$ cat src/hdl/sampler_pkg.sv
/*
 * Shared constants and types for the sampler mode sequencer.
 * Assumes a 125 MHz system clock and an external seconds count from a real-time clock.
 */
`default_nettype none

package sampler_pkg;

	// ------------------------------------------------------------
	// timing
	// ------------------------------------------------------------
	localparam int unsigned CLK_PERIOD_NS  = 8;
	localparam int unsigned TICK_PERIOD_NS = 1_000_000_000;
	localparam int unsigned TICK_CYCLES    = TICK_PERIOD_NS / CLK_PERIOD_NS;
	localparam int unsigned DEV_LIMIT_S    = 60;
	localparam int unsigned OUTAGE_LIMIT_S = 60;
	localparam int unsigned DEV_PCT        = 10;

	// ------------------------------------------------------------
	// widths and flow defaults (units of 0.01 L/min)
	// ------------------------------------------------------------
	localparam int unsigned FLOW_W = 16;
	localparam int unsigned TIME_W = 32;
	localparam int unsigned SEC_W  = 8;
	localparam logic [15:0] FLOW_SINGLE_DEF = 16'h0683;
	localparam logic [15:0] FLOW_FINE_DEF   = 16'h05DC;
	localparam logic [15:0] FLOW_COARSE_DEF = 16'h00A7;

	// ------------------------------------------------------------
	// types
	// ------------------------------------------------------------
	typedef enum logic [2:0] {
		ST_STOP, ST_WAIT, ST_SAMPLING, ST_DONE, ST_FAULT, ST_AUDIT
	} mode_t;

	typedef struct packed {
		logic run;
		logic menu;
		logic audit;
		logic stop;
		logic confirm;
	} keys_t;

	typedef struct packed {
		logic flow_dev;
		logic outage;
	} status_t;

endpackage

`default_nettype wire

$ cat src/hdl/sampler_mode_sequencer.sv
/*
 * Operating-mode sequencer of a filter air sampler: stop, wait, sampling, done, fault, audit.
 * Assumes keypad and power-fail lines are asynchronous pins; the real-time seconds count,
 * schedule times, flow readings and setpoint loads come from logic on MCLK.
 */
// Overview of operation
// - stop is the only idle mode; parameter edits are allowed only there
// - run key in stop goes to wait, or to sampling if start time reached
// - wait moves to sampling when the clock reaches the start time
// - sampling commands flow at setpoints, defaults 16.67, or 1.67 and 15 L/min
// - sampling ends on 10% flow deviation beyond 60 s, else at end time
// - sustained deviation stops sampling, enters fault, holds the deviation code
// - menu key while sampling offers audit or stop; chosen mode is entered
// - at end time enter done if status ok, otherwise fault
// - sample information edits are blocked while sampling
// - run key in done returns to stop
// - fault on end with bad status or on deviation; run key returns to stop
// - any return to stop from wait, sampling, done or fault finalizes the record
// - audit suspends operation; entry and exit each need a confirm key
// - outage over 60 s while sampling sets outage code and stores its start
// - after outage while sampling, resume before end time, else done or fault
// - outage outside sampling restores the pre-outage mode
// - the current mode is always shown on a status output
`default_nettype none

module sampler_mode_sequencer
	import sampler_pkg::*;
#(
	parameter int unsigned TICK_DIV = TICK_CYCLES
) (
	input  wire logic                MCLK,
	input  wire logic                RST,
	input  wire keys_t               KEYS,
	input  wire logic                PWR_FAIL,
	input  wire logic                DUAL_UNIT,
	input  wire logic [TIME_W-1:0]   NOW,
	input  wire logic [TIME_W-1:0]   START_AT,
	input  wire logic [TIME_W-1:0]   END_AT,
	input  wire logic [FLOW_W-1:0]   FLOW_FINE,
	input  wire logic [FLOW_W-1:0]   FLOW_COARSE,
	input  wire logic                SETPT_LOAD,
	input  wire logic [FLOW_W-1:0]   SETPT_FINE,
	input  wire logic [FLOW_W-1:0]   SETPT_COARSE,
	output var  mode_t               MODE,
	output var  logic                PARAM_EDIT_EN,
	output var  logic                SAMPLE_EDIT_EN,
	output var  logic                PUMP_ON,
	output var  logic [FLOW_W-1:0]   FLOW_CMD_FINE,
	output var  logic [FLOW_W-1:0]   FLOW_CMD_COARSE,
	output var  status_t             STATUS,
	output var  logic                CHOICE_SHOWN,
	output var  logic                AUDIT_PEND,
	output var  logic                REC_FINAL,
	output var  logic                OUTAGE_WR,
	output var  logic [TIME_W-1:0]   OUTAGE_START
);

	// ------------------------------------------------------------
	// pin synchronisers and key edges
	// ------------------------------------------------------------
	keys_t       key_s1_ff, key_s2_ff, key_d_ff;
	logic [1:0]  pin_s1_ff, pin_s2_ff;
	logic        pwr_d_ff;
	keys_t       key_hit;
	logic        pwr_fail, dual, pwr_down, pwr_back;

	always_ff @(posedge MCLK) begin
		key_s1_ff <= KEYS;
		key_s2_ff <= key_s1_ff;
		pin_s1_ff <= {PWR_FAIL, DUAL_UNIT};
		pin_s2_ff <= pin_s1_ff;
		if (RST) begin
			key_d_ff <= '0;
			pwr_d_ff <= 1'b0;
		end else begin
			key_d_ff <= key_s2_ff;
			pwr_d_ff <= pin_s2_ff[1];
		end
	end

	assign key_hit  = key_s2_ff & ~key_d_ff;
	assign pwr_fail = pin_s2_ff[1];
	assign dual     = pin_s2_ff[0];
	assign pwr_down = pwr_fail & ~pwr_d_ff;
	assign pwr_back = ~pwr_fail & pwr_d_ff;

	// ------------------------------------------------------------
	// one-second tick
	// ------------------------------------------------------------
	logic [31:0] div_ff;
	logic        tick_ff;
	logic        div_end;

	assign div_end = (div_ff == 32'(TICK_DIV - 1));

	always_ff @(posedge MCLK) begin
		if (RST) begin
			div_ff  <= '0;
			tick_ff <= 1'b0;
		end else begin
			div_ff  <= div_end ? '0 : div_ff + 32'h1;
			tick_ff <= div_end;
		end
	end

	// ------------------------------------------------------------
	// setpoints; user values load only in stop
	// ------------------------------------------------------------
	mode_t             mode_ff, nxt_mode;
	logic [FLOW_W-1:0] sp_fine_ff, sp_coarse_ff;
	logic              sp_user_ff;

	always_ff @(posedge MCLK) begin
		if (RST) begin
			sp_fine_ff   <= FLOW_SINGLE_DEF;
			sp_coarse_ff <= FLOW_COARSE_DEF;
			sp_user_ff   <= 1'b0;
		end else if (mode_ff == ST_STOP && SETPT_LOAD) begin
			sp_fine_ff   <= SETPT_FINE;
			sp_coarse_ff <= SETPT_COARSE;
			sp_user_ff   <= 1'b1;
		end else if (!sp_user_ff) begin
			sp_fine_ff   <= dual ? FLOW_FINE_DEF : FLOW_SINGLE_DEF;
			sp_coarse_ff <= FLOW_COARSE_DEF;
		end
	end

	// ------------------------------------------------------------
	// flow deviation monitor
	// ------------------------------------------------------------
	logic [SEC_W-1:0] dev_cnt_ff;
	logic             dev_fine, dev_coarse, dev_any, dev_trip;

	function automatic logic off_tol(input logic [FLOW_W-1:0] meas, input logic [FLOW_W-1:0] sp);
		logic [FLOW_W-1:0] diff;
		diff = (meas >= sp) ? meas - sp : sp - meas;
		return ({7'h00, diff} * 23'd100) >= ({7'h00, sp} * 23'(DEV_PCT));
	endfunction

	assign dev_fine   = off_tol(FLOW_FINE, sp_fine_ff);
	assign dev_coarse = dual & off_tol(FLOW_COARSE, sp_coarse_ff);
	assign dev_any    = dev_fine | dev_coarse;
	assign dev_trip   = dev_cnt_ff > SEC_W'(DEV_LIMIT_S);

	always_ff @(posedge MCLK) begin
		if (RST || mode_ff != ST_SAMPLING || !dev_any) begin
			dev_cnt_ff <= '0;
		end else if (tick_ff && !pwr_fail && !dev_trip) begin
			dev_cnt_ff <= dev_cnt_ff + SEC_W'(1);
		end
	end

	// ------------------------------------------------------------
	// outage timing
	// ------------------------------------------------------------
	logic [SEC_W-1:0]  out_cnt_ff;
	logic [TIME_W-1:0] out_start_ff;
	logic              long_outage;

	assign long_outage = out_cnt_ff > SEC_W'(OUTAGE_LIMIT_S);

	always_ff @(posedge MCLK) begin
		if (RST) begin
			out_cnt_ff   <= '0;
			out_start_ff <= '0;
		end else if (pwr_down) begin
			out_cnt_ff   <= '0;
			out_start_ff <= NOW;
		end else if (pwr_fail && tick_ff && !long_outage) begin
			out_cnt_ff   <= out_cnt_ff + SEC_W'(1);
		end
	end

	// ------------------------------------------------------------
	// mode sequencer
	// ------------------------------------------------------------
	status_t status_ff, nxt_status;
	mode_t   resume_ff, nxt_resume;
	logic    choice_ff, nxt_choice;
	logic    apend_ff, nxt_apend;
	logic    started, ended, bad_status, out_hit;

	assign started    = NOW >= START_AT;
	assign ended      = NOW >= END_AT;
	assign bad_status = |status_ff;
	assign out_hit    = pwr_back && mode_ff == ST_SAMPLING && long_outage;

	always_comb begin
		nxt_mode   = mode_ff;
		nxt_status = status_ff;
		nxt_resume = resume_ff;
		nxt_choice = choice_ff;
		nxt_apend  = apend_ff;
		if (out_hit) begin
			nxt_status.outage = 1'b1;
		end
		if (pwr_fail) begin
			// mode, status and pending flags hold while power is down
			nxt_mode = mode_ff;
		end else if (apend_ff) begin
			if (key_hit.confirm) begin
				nxt_apend = 1'b0;
				if (mode_ff == ST_AUDIT) begin
					nxt_mode = resume_ff;
				end else begin
					nxt_resume = mode_ff;
					nxt_mode   = ST_AUDIT;
				end
			end else if (key_hit.stop) begin
				nxt_apend = 1'b0;
			end
		end else begin
			case (mode_ff)
				ST_STOP: begin
					if (key_hit.run) begin
						nxt_status = '0;
						nxt_mode   = started ? ST_SAMPLING : ST_WAIT;
					end else if (key_hit.audit) begin
						nxt_apend = 1'b1;
					end
				end
				ST_WAIT: begin
					if (started) begin
						nxt_mode = ST_SAMPLING;
					end else if (key_hit.stop) begin
						nxt_mode = ST_STOP;
					end else if (key_hit.audit) begin
						nxt_apend = 1'b1;
					end
				end
				ST_SAMPLING: begin
					if (dev_trip) begin
						nxt_status.flow_dev = 1'b1;
						nxt_mode            = ST_FAULT;
						nxt_choice          = 1'b0;
					end else if (ended) begin
						// outage code raised in this cycle counts as well
						nxt_mode   = (bad_status || out_hit) ? ST_FAULT : ST_DONE;
						nxt_choice = 1'b0;
					end else if (choice_ff && key_hit.stop) begin
						nxt_mode   = ST_STOP;
						nxt_choice = 1'b0;
					end else if (choice_ff && key_hit.audit) begin
						nxt_apend  = 1'b1;
						nxt_choice = 1'b0;
					end else if (key_hit.menu) begin
						nxt_choice = 1'b1;
					end
				end
				ST_DONE, ST_FAULT: begin
					if (key_hit.run) begin
						nxt_mode = ST_STOP;
					end else if (key_hit.audit) begin
						nxt_apend = 1'b1;
					end
				end
				ST_AUDIT: begin
					if (key_hit.audit) begin
						nxt_apend = 1'b1;
					end
				end
				default: nxt_mode = ST_STOP;
			endcase
		end
	end

	logic going_stop;
	logic pump_next;

	assign going_stop = nxt_mode == ST_STOP && mode_ff != ST_STOP && mode_ff != ST_AUDIT;
	assign pump_next  = nxt_mode == ST_SAMPLING && !pwr_fail;

	always_ff @(posedge MCLK) begin
		if (RST) begin
			mode_ff   <= ST_STOP;
			status_ff <= '0;
			resume_ff <= ST_STOP;
			choice_ff <= 1'b0;
			apend_ff  <= 1'b0;
		end else begin
			mode_ff   <= nxt_mode;
			status_ff <= nxt_status;
			resume_ff <= nxt_resume;
			choice_ff <= nxt_choice;
			apend_ff  <= nxt_apend;
		end
	end

	// ------------------------------------------------------------
	// registered outputs
	// ------------------------------------------------------------
	always_ff @(posedge MCLK) begin
		if (RST) begin
			MODE            <= ST_STOP;
			PARAM_EDIT_EN   <= 1'b1;
			SAMPLE_EDIT_EN  <= 1'b1;
			PUMP_ON         <= 1'b0;
			FLOW_CMD_FINE   <= '0;
			FLOW_CMD_COARSE <= '0;
			STATUS          <= '0;
			CHOICE_SHOWN    <= 1'b0;
			AUDIT_PEND      <= 1'b0;
			REC_FINAL       <= 1'b0;
			OUTAGE_WR       <= 1'b0;
			OUTAGE_START    <= '0;
		end else begin
			MODE            <= nxt_mode;
			PARAM_EDIT_EN   <= nxt_mode == ST_STOP;
			SAMPLE_EDIT_EN  <= nxt_mode != ST_SAMPLING;
			PUMP_ON         <= pump_next;
			FLOW_CMD_FINE   <= pump_next ? sp_fine_ff : '0;
			FLOW_CMD_COARSE <= (pump_next && dual) ? sp_coarse_ff : '0;
			STATUS          <= nxt_status;
			CHOICE_SHOWN    <= nxt_choice;
			AUDIT_PEND      <= nxt_apend;
			REC_FINAL       <= going_stop;
			OUTAGE_WR       <= out_hit;
			if (out_hit) begin
				OUTAGE_START <= out_start_ff;
			end
		end
	end
endmodule // sampler_mode_sequencer

`default_nettype wire

$ cat config.mk
export PLATFORM = sky130hd
export DESIGN_NAME = sampler_mode_sequencer
export DESIGN_NICKNAME = d
export VERILOG_FILES = /design/src/hdl/sampler_pkg.sv /design/src/hdl/sampler_mode_sequencer.sv
export SDC_FILE = /design/constraint.sdc
export NUM_CORES = 1
export LEC_CHECK = 0
export BUFFER_PORTS_ARGS = -buffer_cell sky130_fd_sc_hd__buf_4
export CAP_MARGIN = 40
export CELL_PAD_IN_SITES_DETAIL_PLACEMENT = 0
export CELL_PAD_IN_SITES_GLOBAL_PLACEMENT = 1
export CORE_AREA = 2 2 162 283
export CTS_CLUSTER_SIZE = 28
export DETAILED_ROUTE_END_ITERATION = 10
export DIE_AREA = 0 0 164 285
export GPL_TIMING_DRIVEN = 0
export PLACE_DENSITY_LB_ADDON = 0.15
export SLEW_MARGIN = 15
export SYNTH_ARGS = -nofsm -noshare
export SYNTH_HDL_FRONTEND = slang
export SYNTH_SLANG_ARGS = --single-unit
export TNS_END_PERCENT = 1
$ cat constraint.sdc
create_clock -name MCLK -period 7.5 [get_ports MCLK]
set_clock_uncertainty 0.15 [all_clocks]
set_input_delay 0.375 -clock MCLK [delete_from_list [all_inputs] [get_ports MCLK]]
set_output_delay 0.375 -clock MCLK [all_outputs]
set_load 0.01 [all_outputs]
# After elaboration in Yosys (flattened, before gate mapping)

Cells that the tools add are included.

Divide/modulo/power cells: 0
Multipliers: 4
Shift-type cells: 0
Equality and inequality tests: 13
Bitwise gates (word level): 12
Order comparisons: 8
$add $sub $neg: 7
Reduce and logical (&&, ||, !) cells: 35
Multiplexer cells: 45

Operators by type and width:

| operator                                                                | count |
|---|---|
| 16-bit 2-to-1 mux                                                       | 6 |
| 32-bit >= comparator                                                    | 2 |
| 16-bit subtractor                                                       | 4 |
| 23-bit by 20-bit >= comparator with 1-bit output                        | 2 |
| 16-bit by 5-bit multiplier with 21-bit output, second input constant    | 2 |
| 16-bit by 3-bit multiplier with 19-bit output, second input constant    | 2 |
| 3-bit 2-to-1 mux                                                        | 12 |
| 32-bit by 1-bit adder with 32-bit output, second input constant         | 1 |
| 32-bit by 27-bit equality test with 1-bit output, second input constant | 1 |
| 16-bit >= comparator                                                    | 2 |
| 1-bit 2-to-1 mux                                                        | 21 |
| 8-bit by 1-bit adder with 8-bit output, second input constant           | 2 |
| 8-bit by 6-bit > comparator with 1-bit output, second input constant    | 2 |
| 3-bit case mux with 5 select lines                                      | 1 |
| 1-bit logical AND                                                       | 13 |
| 2-bit OR reduction                                                      | 6 |
| 10-bit 2-to-1 mux                                                       | 1 |
| 3-bit by 2-bit equality test with 1-bit output, second input constant   | 3 |
| 4-bit AND reduction                                                     | 2 |
| 3-bit equality test, second input constant                              | 2 |
| 3-bit zero test                                                         | 2 |
| 3-bit by 2-bit != test with 1-bit output, second input constant         | 2 |
| 1-bit inverter                                                          | 6 |
| 5-bit bitwise AND                                                       | 1 |
| other kinds (17)                                                        | 26 |

Bits in read-only memories: 0
Logic and storage cells: 164
Input bits: 170
Bits in latches: 0
Bits in registers: 213
Memory bits (writable): 0
Memories kept: 0

# Longest topological paths before layout

Depth after elaboration: 16
Depth in mapped cells: 37
Mapped depth without buffers: 35

# Worst setup path after synthesis

OpenSTA, ideal clock, no wires.

Path type: input -> register
From: in FLOW_COARSE[0]
To: reg dev_cnt_ff[0]
Setup slack: 0.179 ns
Library setup time: 0.134 ns
Arrival time: 7.037 ns
Data required time: 7.216 ns
Stages on the path: 37
Cells stage by stage: inv_1 ha_1 inv_1 fa_1 a21oi_1 o221ai_1 a21oi_1 o211ai_1 a221oi_4 buf_4 mux2i_1 o21ai_0 a221oi_1 xnor2_1 ha_1 ha_1 inv_1 fa_1 inv_1 ha_1 o21a_1 o21ai_0 o31ai_1 a21oi_1 inv_1 a21oi_1 o21bai_1 a21oi_1 xnor2_1 ha_1 or3_1 a221oi_1 a32oi_1 o41ai_1 and4_1 buf_2 nor4_1

Cells in the longest elaborated chain, start to end: 8

Ends and longest elaborated chain:

| what                                                             | line                          | source |
|---|---|---|
| start, declared                                                  | sampler_mode_sequencer.sv:40  | `input wire logic [FLOW_W-1:0] FLOW_COARSE,` |
| 16-bit subtractor / 16-bit >= comparator (equally long branches) | sampler_mode_sequencer.sv:136 | `diff = (meas >= sp) ? meas - sp : sp - meas;` |
| 16-bit 2-to-1 mux *                                              | sampler_mode_sequencer.sv:136 |  |
| 16-bit by 5-bit multiplier with 21-bit output *                  | sampler_mode_sequencer.sv:137 | `return ({7'h00, diff} * 23'd100) >= ({7'h00, sp} * 23'(DEV_PCT));` |
| 23-bit by 20-bit >= comparator with 1-bit output *               | sampler_mode_sequencer.sv:137 |  |
| 1-bit bitwise AND *                                              | sampler_mode_sequencer.sv:141 | `assign dev_coarse = dual & off_tol(FLOW_COARSE, sp_coarse_ff);` |
| 1-bit bitwise OR *                                               | sampler_mode_sequencer.sv:142 | `assign dev_any = dev_fine \| dev_coarse;` |
| 1-bit zero test *                                                | sampler_mode_sequencer.sv:146 | `if (RST \|\| mode_ff != ST_SAMPLING \|\| !dev_any) begin` |
| 1-bit logical OR *                                               | sampler_mode_sequencer.sv:146 |  |
| end signal, assigned                                             | sampler_mode_sequencer.sv:149 | `dev_cnt_ff <= dev_cnt_ff + SEC_W'(1);` |
| end, declared                                                    | sampler_mode_sequencer.sv:131 | `logic [SEC_W-1:0] dev_cnt_ff;` |

Every way passes the cells marked *; elsewhere a longest branch is shown, timed or not.
A chain may end at the register's enable or synchronous reset.

# Worst setup path in the final report

From: reg sp_coarse_ff[4]
To: reg dev_cnt_ff[3]

Cells in the longest elaborated chain, start to end: 8

Ends and longest elaborated chain:

| what                                                             | line                          | source |
|---|---|---|
| start, declared                                                  | sampler_mode_sequencer.sv:110 | `logic [FLOW_W-1:0] sp_fine_ff, sp_coarse_ff;` |
| start signal, assigned                                           | sampler_mode_sequencer.sv:116 | `sp_coarse_ff <= FLOW_COARSE_DEF;` |
| start signal, assigned                                           | sampler_mode_sequencer.sv:120 | `sp_coarse_ff <= SETPT_COARSE;` |
| start signal, assigned                                           | sampler_mode_sequencer.sv:124 | `sp_coarse_ff <= FLOW_COARSE_DEF;` |
| 16-bit subtractor / 16-bit >= comparator (equally long branches) | sampler_mode_sequencer.sv:136 |  |
| 16-bit 2-to-1 mux                                                | sampler_mode_sequencer.sv:136 |  |
| 16-bit by 5-bit multiplier with 21-bit output                    | sampler_mode_sequencer.sv:137 |  |
| 23-bit by 20-bit >= comparator with 1-bit output *               | sampler_mode_sequencer.sv:137 |  |
| 1-bit bitwise AND *                                              | sampler_mode_sequencer.sv:141 |  |
| 1-bit bitwise OR *                                               | sampler_mode_sequencer.sv:142 |  |
| 1-bit zero test *                                                | sampler_mode_sequencer.sv:146 |  |
| 1-bit logical OR *                                               | sampler_mode_sequencer.sv:146 |  |

Marked as above.

==> results.toml <==
[status]
status = "finished with violations"
violations = "negative setup slack"

[route]
wl_mm = 53.67
wire_per_inst_um = 17.15
first_pass_iters = 6
drtAntennaViolNets = 0
drt_iter0_markers = 612
vias = 16332
drc = 0
vias_per_cell = 5.220

[place]
numPortBuffers = 245
postPlaceCellArea_mm2 = 0.02013
dp_hpwl_mm = 44.23
routabilityCongestion = 0.8997
preCtsSetupSlack_ps = -1775

[final_layout]
final_common_cell = "ha_1"
layout.nets = 3059
insertedDiodeCount = 0
drive_gt1_share_pct = 16.93
final_area_mm2 = 0.02225
syn_to_final_growth_pct = 26.80
final_cell_mix = "ha_1 (314), buf_4 (276), nand2_1 (245)"

[min_path]
whs_path_depth = 0
worstHoldStart = "pin_s1_ff[0]$_DFF_P_"
hp-class = "flip-flop to flip-flop"
whs_endpoint = "pin_s2_ff[0]$_DFF_P_"

[setup_path]
rr_endpoint = "dev_cnt_ff[3]$_SDFFE_PP0P_"
path_class = "flip-flop to flip-flop"
path_common_cell = "a21oi_2"
reg2regPathDepth = 33
reg2reg_slack_ps = -130
cp.arrival_ps = 7860
critPathBufInv = 5
crit_family = "compound AO/OA/AOI/OAI gates"
critPathMaxStageDelay_ps = 480
timing.rr.start = "sp_coarse_ff[4]$_SDFFE_PP0P_"
cpMaxStageDelayCell = "fa_1"
required_ps = 7730
crit_path_max_fanout = 8
crit_path_end_kind = "flip-flop"
startpoint_type = "flip-flop"

[flow_run]
cap_violations = 0

[clock_network]
clockBufferDepth = 3
htree_levels = 1
cts.sinks = 213
clkLatencyLatePin_ps = 540
root_buffer = "clkbuf_16"
cts.clk_slew.worst_paths_ps = 70
cts_buffers = 22
cts_tree = "done"

[yosys]
ys_seq_elements = 213
synth.cell_area_mm2 = 0.01755
syn_avg_cell_area_um2 = 8.093
async_flop_share_pct = 0
synth_edf_count = 0
synth_nets = 2689
ys_warn_count = 0
postSynthCellCount = 2168
synth_ff_type = "dfxtp_1"
synth.distinct_cells = 86
seq_area_frac_synth_pct = 24.30

[power]
p_per_area_mw_per_mm2 = 391.7
peakVddDrop_uv = 351.3
p_leak_nw = 10.47

[sta]
period_needed_ps = 7629
finalWorstSetupSlack_ps = -129.0
tightestPinTransition_ps = 805.6
rsz0062_at_grt = "true"
hold_viol = 0
slew_viol_final = 0
max_freq_mhz = 131.1
period_share_pct = 101.7
max-slew-margin-rel_pct = 45.59
setup_violations = 8

[grt]
grt_pass1_vias = 16829
grt_pass1_wl_mm = 84.30
antenna_found_initial = 1
grt.overflow.total = 0
grtUsageTotal_pct = 22.73
grt_max_degree = 15

[die]
core_mm2 = 0.04472
start_util_pct = 39.24
rows = 103
die_h_um = 285
die_area_mm2 = 0.04674
fp.dieW_um = 164
ioPinCount = 246
[per-layer routing]
layer / share of wire [%] / wire length [um] / GRT usage, % / vias to the layer above
met5: 0.024 / 13 / 0 / -
met1: 38 / 20130 / 23.06 / 7675
met2: 55 / 29290 / 45.65 / 351
li1: - / - / - / 8225
met3: 4.2 / 2275 / 3.287 / 79
met4: 3.6 / 1952 / 8.136 / 2
[logic make-up (layout without fill, tap and decap cells)]
kind of cell             Yosys count  count (layout)  synth area share (%)
XOR/XNOR                         123             123                 6.140
adder cells (fa/ha/maj)          351             351                 26.23
multiplexers                      21              21                 1.269
AO/OA/AOI/OAI                    476             476                 17.25
buffers and inverters            323             707                 7.217
AND/OR/NAND/NOR                  661             661                 17.59
flip-flops                       213             213                 24.30
[synth_stat cells (47+ instances only)]
| master | instances | area [um^2] |
|---|---|---|
| nor2_1 | 129 | 484.2 |
| a21o_1 | 47 | 352.8 |
| nand3_1 | 64 | 320.3 |
| clkbuf_1 | 52 | 195.2 |
| a21oi_1 | 198 | 991.0 |
| nand2_1 | 245 | 919.6 |
| xor2_1 | 70 | 613.1 |
| o21ai_0 | 67 | 335.3 |
| dfxtp_1 | 213 | 4264 |
| nor3_1 | 64 | 320.3 |
| xnor2_1 | 53 | 464.2 |
| inv_1 | 245 | 919.6 |
| ha_1 | 323 | 4041 |
[metrics by stage]
step           hold WS, ps  power, mW  setup TNS [ps]  utilization, %  std cells
4_1_cts              177.3      8.548           -1695           49.38       3130
5_1_grt              186.2      9.561           -3266           49.75       3129
6_report             175.7      8.714          -965.1           49.75       3129
3_5_place_dp         162.1      6.725          -14150           45.01       2992
2_1_floorplan        159.6      5.293               0               -       2168
3_3_place_gp         160.5      6.543          -16060           44.96       2990
[flip-flops by register name, indices dropped and copies added, names as in the netlist, 2 cells and up]
name	cells
OUTAGE_START	32
div_ff	32
out_start_ff	32
FLOW_CMD_COARSE	16
FLOW_CMD_FINE	16
sp_coarse_ff	16
sp_fine_ff	16
dev_cnt_ff	8
out_cnt_ff	8
key_d_ff	5
key_s1_ff	5
key_s2_ff	5
MODE	3
resume_ff	3
STATUS	2
pin_s1_ff	2
pin_s2_ff	2
[repair_timing]
| item | CTS | global route |
|---|---|---|
| hold buffers | 71 | 0 |
| gates resized for setup | 62 | 38 |
| hold endpoints to repair | 71 | 0 |
| gates cloned | 0 | 0 |
| pin swaps | 39 | 22 |
| setup buffers | 30 | 1 |
| endpoints found under the setup margin | 8 | 8 |
[where the power goes]
part	total [mW]	internal, mW	switching (mW)
registers	1.20	1.17	0.0375
clock network	1.13	0.639	0.493
logic	6.38	2.93	3.45
[worst max path at each step]
stage                                  to  slack [ps]  cells past startpoint                         start
2_1_floorplan  dev_cnt_ff[0]$_SDFFE_PP0P_         180                     37                FLOW_COARSE[0]
3_3_place_gp   dev_cnt_ff[7]$_SDFFE_PP0P_       -2010                     38                FLOW_COARSE[0]
3_5_place_dp   dev_cnt_ff[6]$_SDFFE_PP0P_       -1780                     37                FLOW_COARSE[0]
4_1_cts        dev_cnt_ff[3]$_SDFFE_PP0P_        -220                     37  sp_coarse_ff[0]$_SDFFE_PP1P_
5_1_grt        dev_cnt_ff[4]$_SDFFE_PP0P_        -420                     31    sp_fine_ff[3]$_SDFFE_PP0P_
6_report       dev_cnt_ff[3]$_SDFFE_PP0P_        -130                     33  sp_coarse_ff[4]$_SDFFE_PP0P_
[area by class of cell]
cell class / instances / area [um^2]
fill: 4483 / 22470
clock buffer: 31 / 645.6
buffer: 72 / 335.3
timing repair buffer: 349 / 2813
sequential: 213 / 4289
tap: 577 / 721.9
multi-input combinational: 1632 / 12430
clock inverter: 7 / 78.83
inverter: 248 / 930.9
Note: power is estimated with default switching activity, not from simulation.
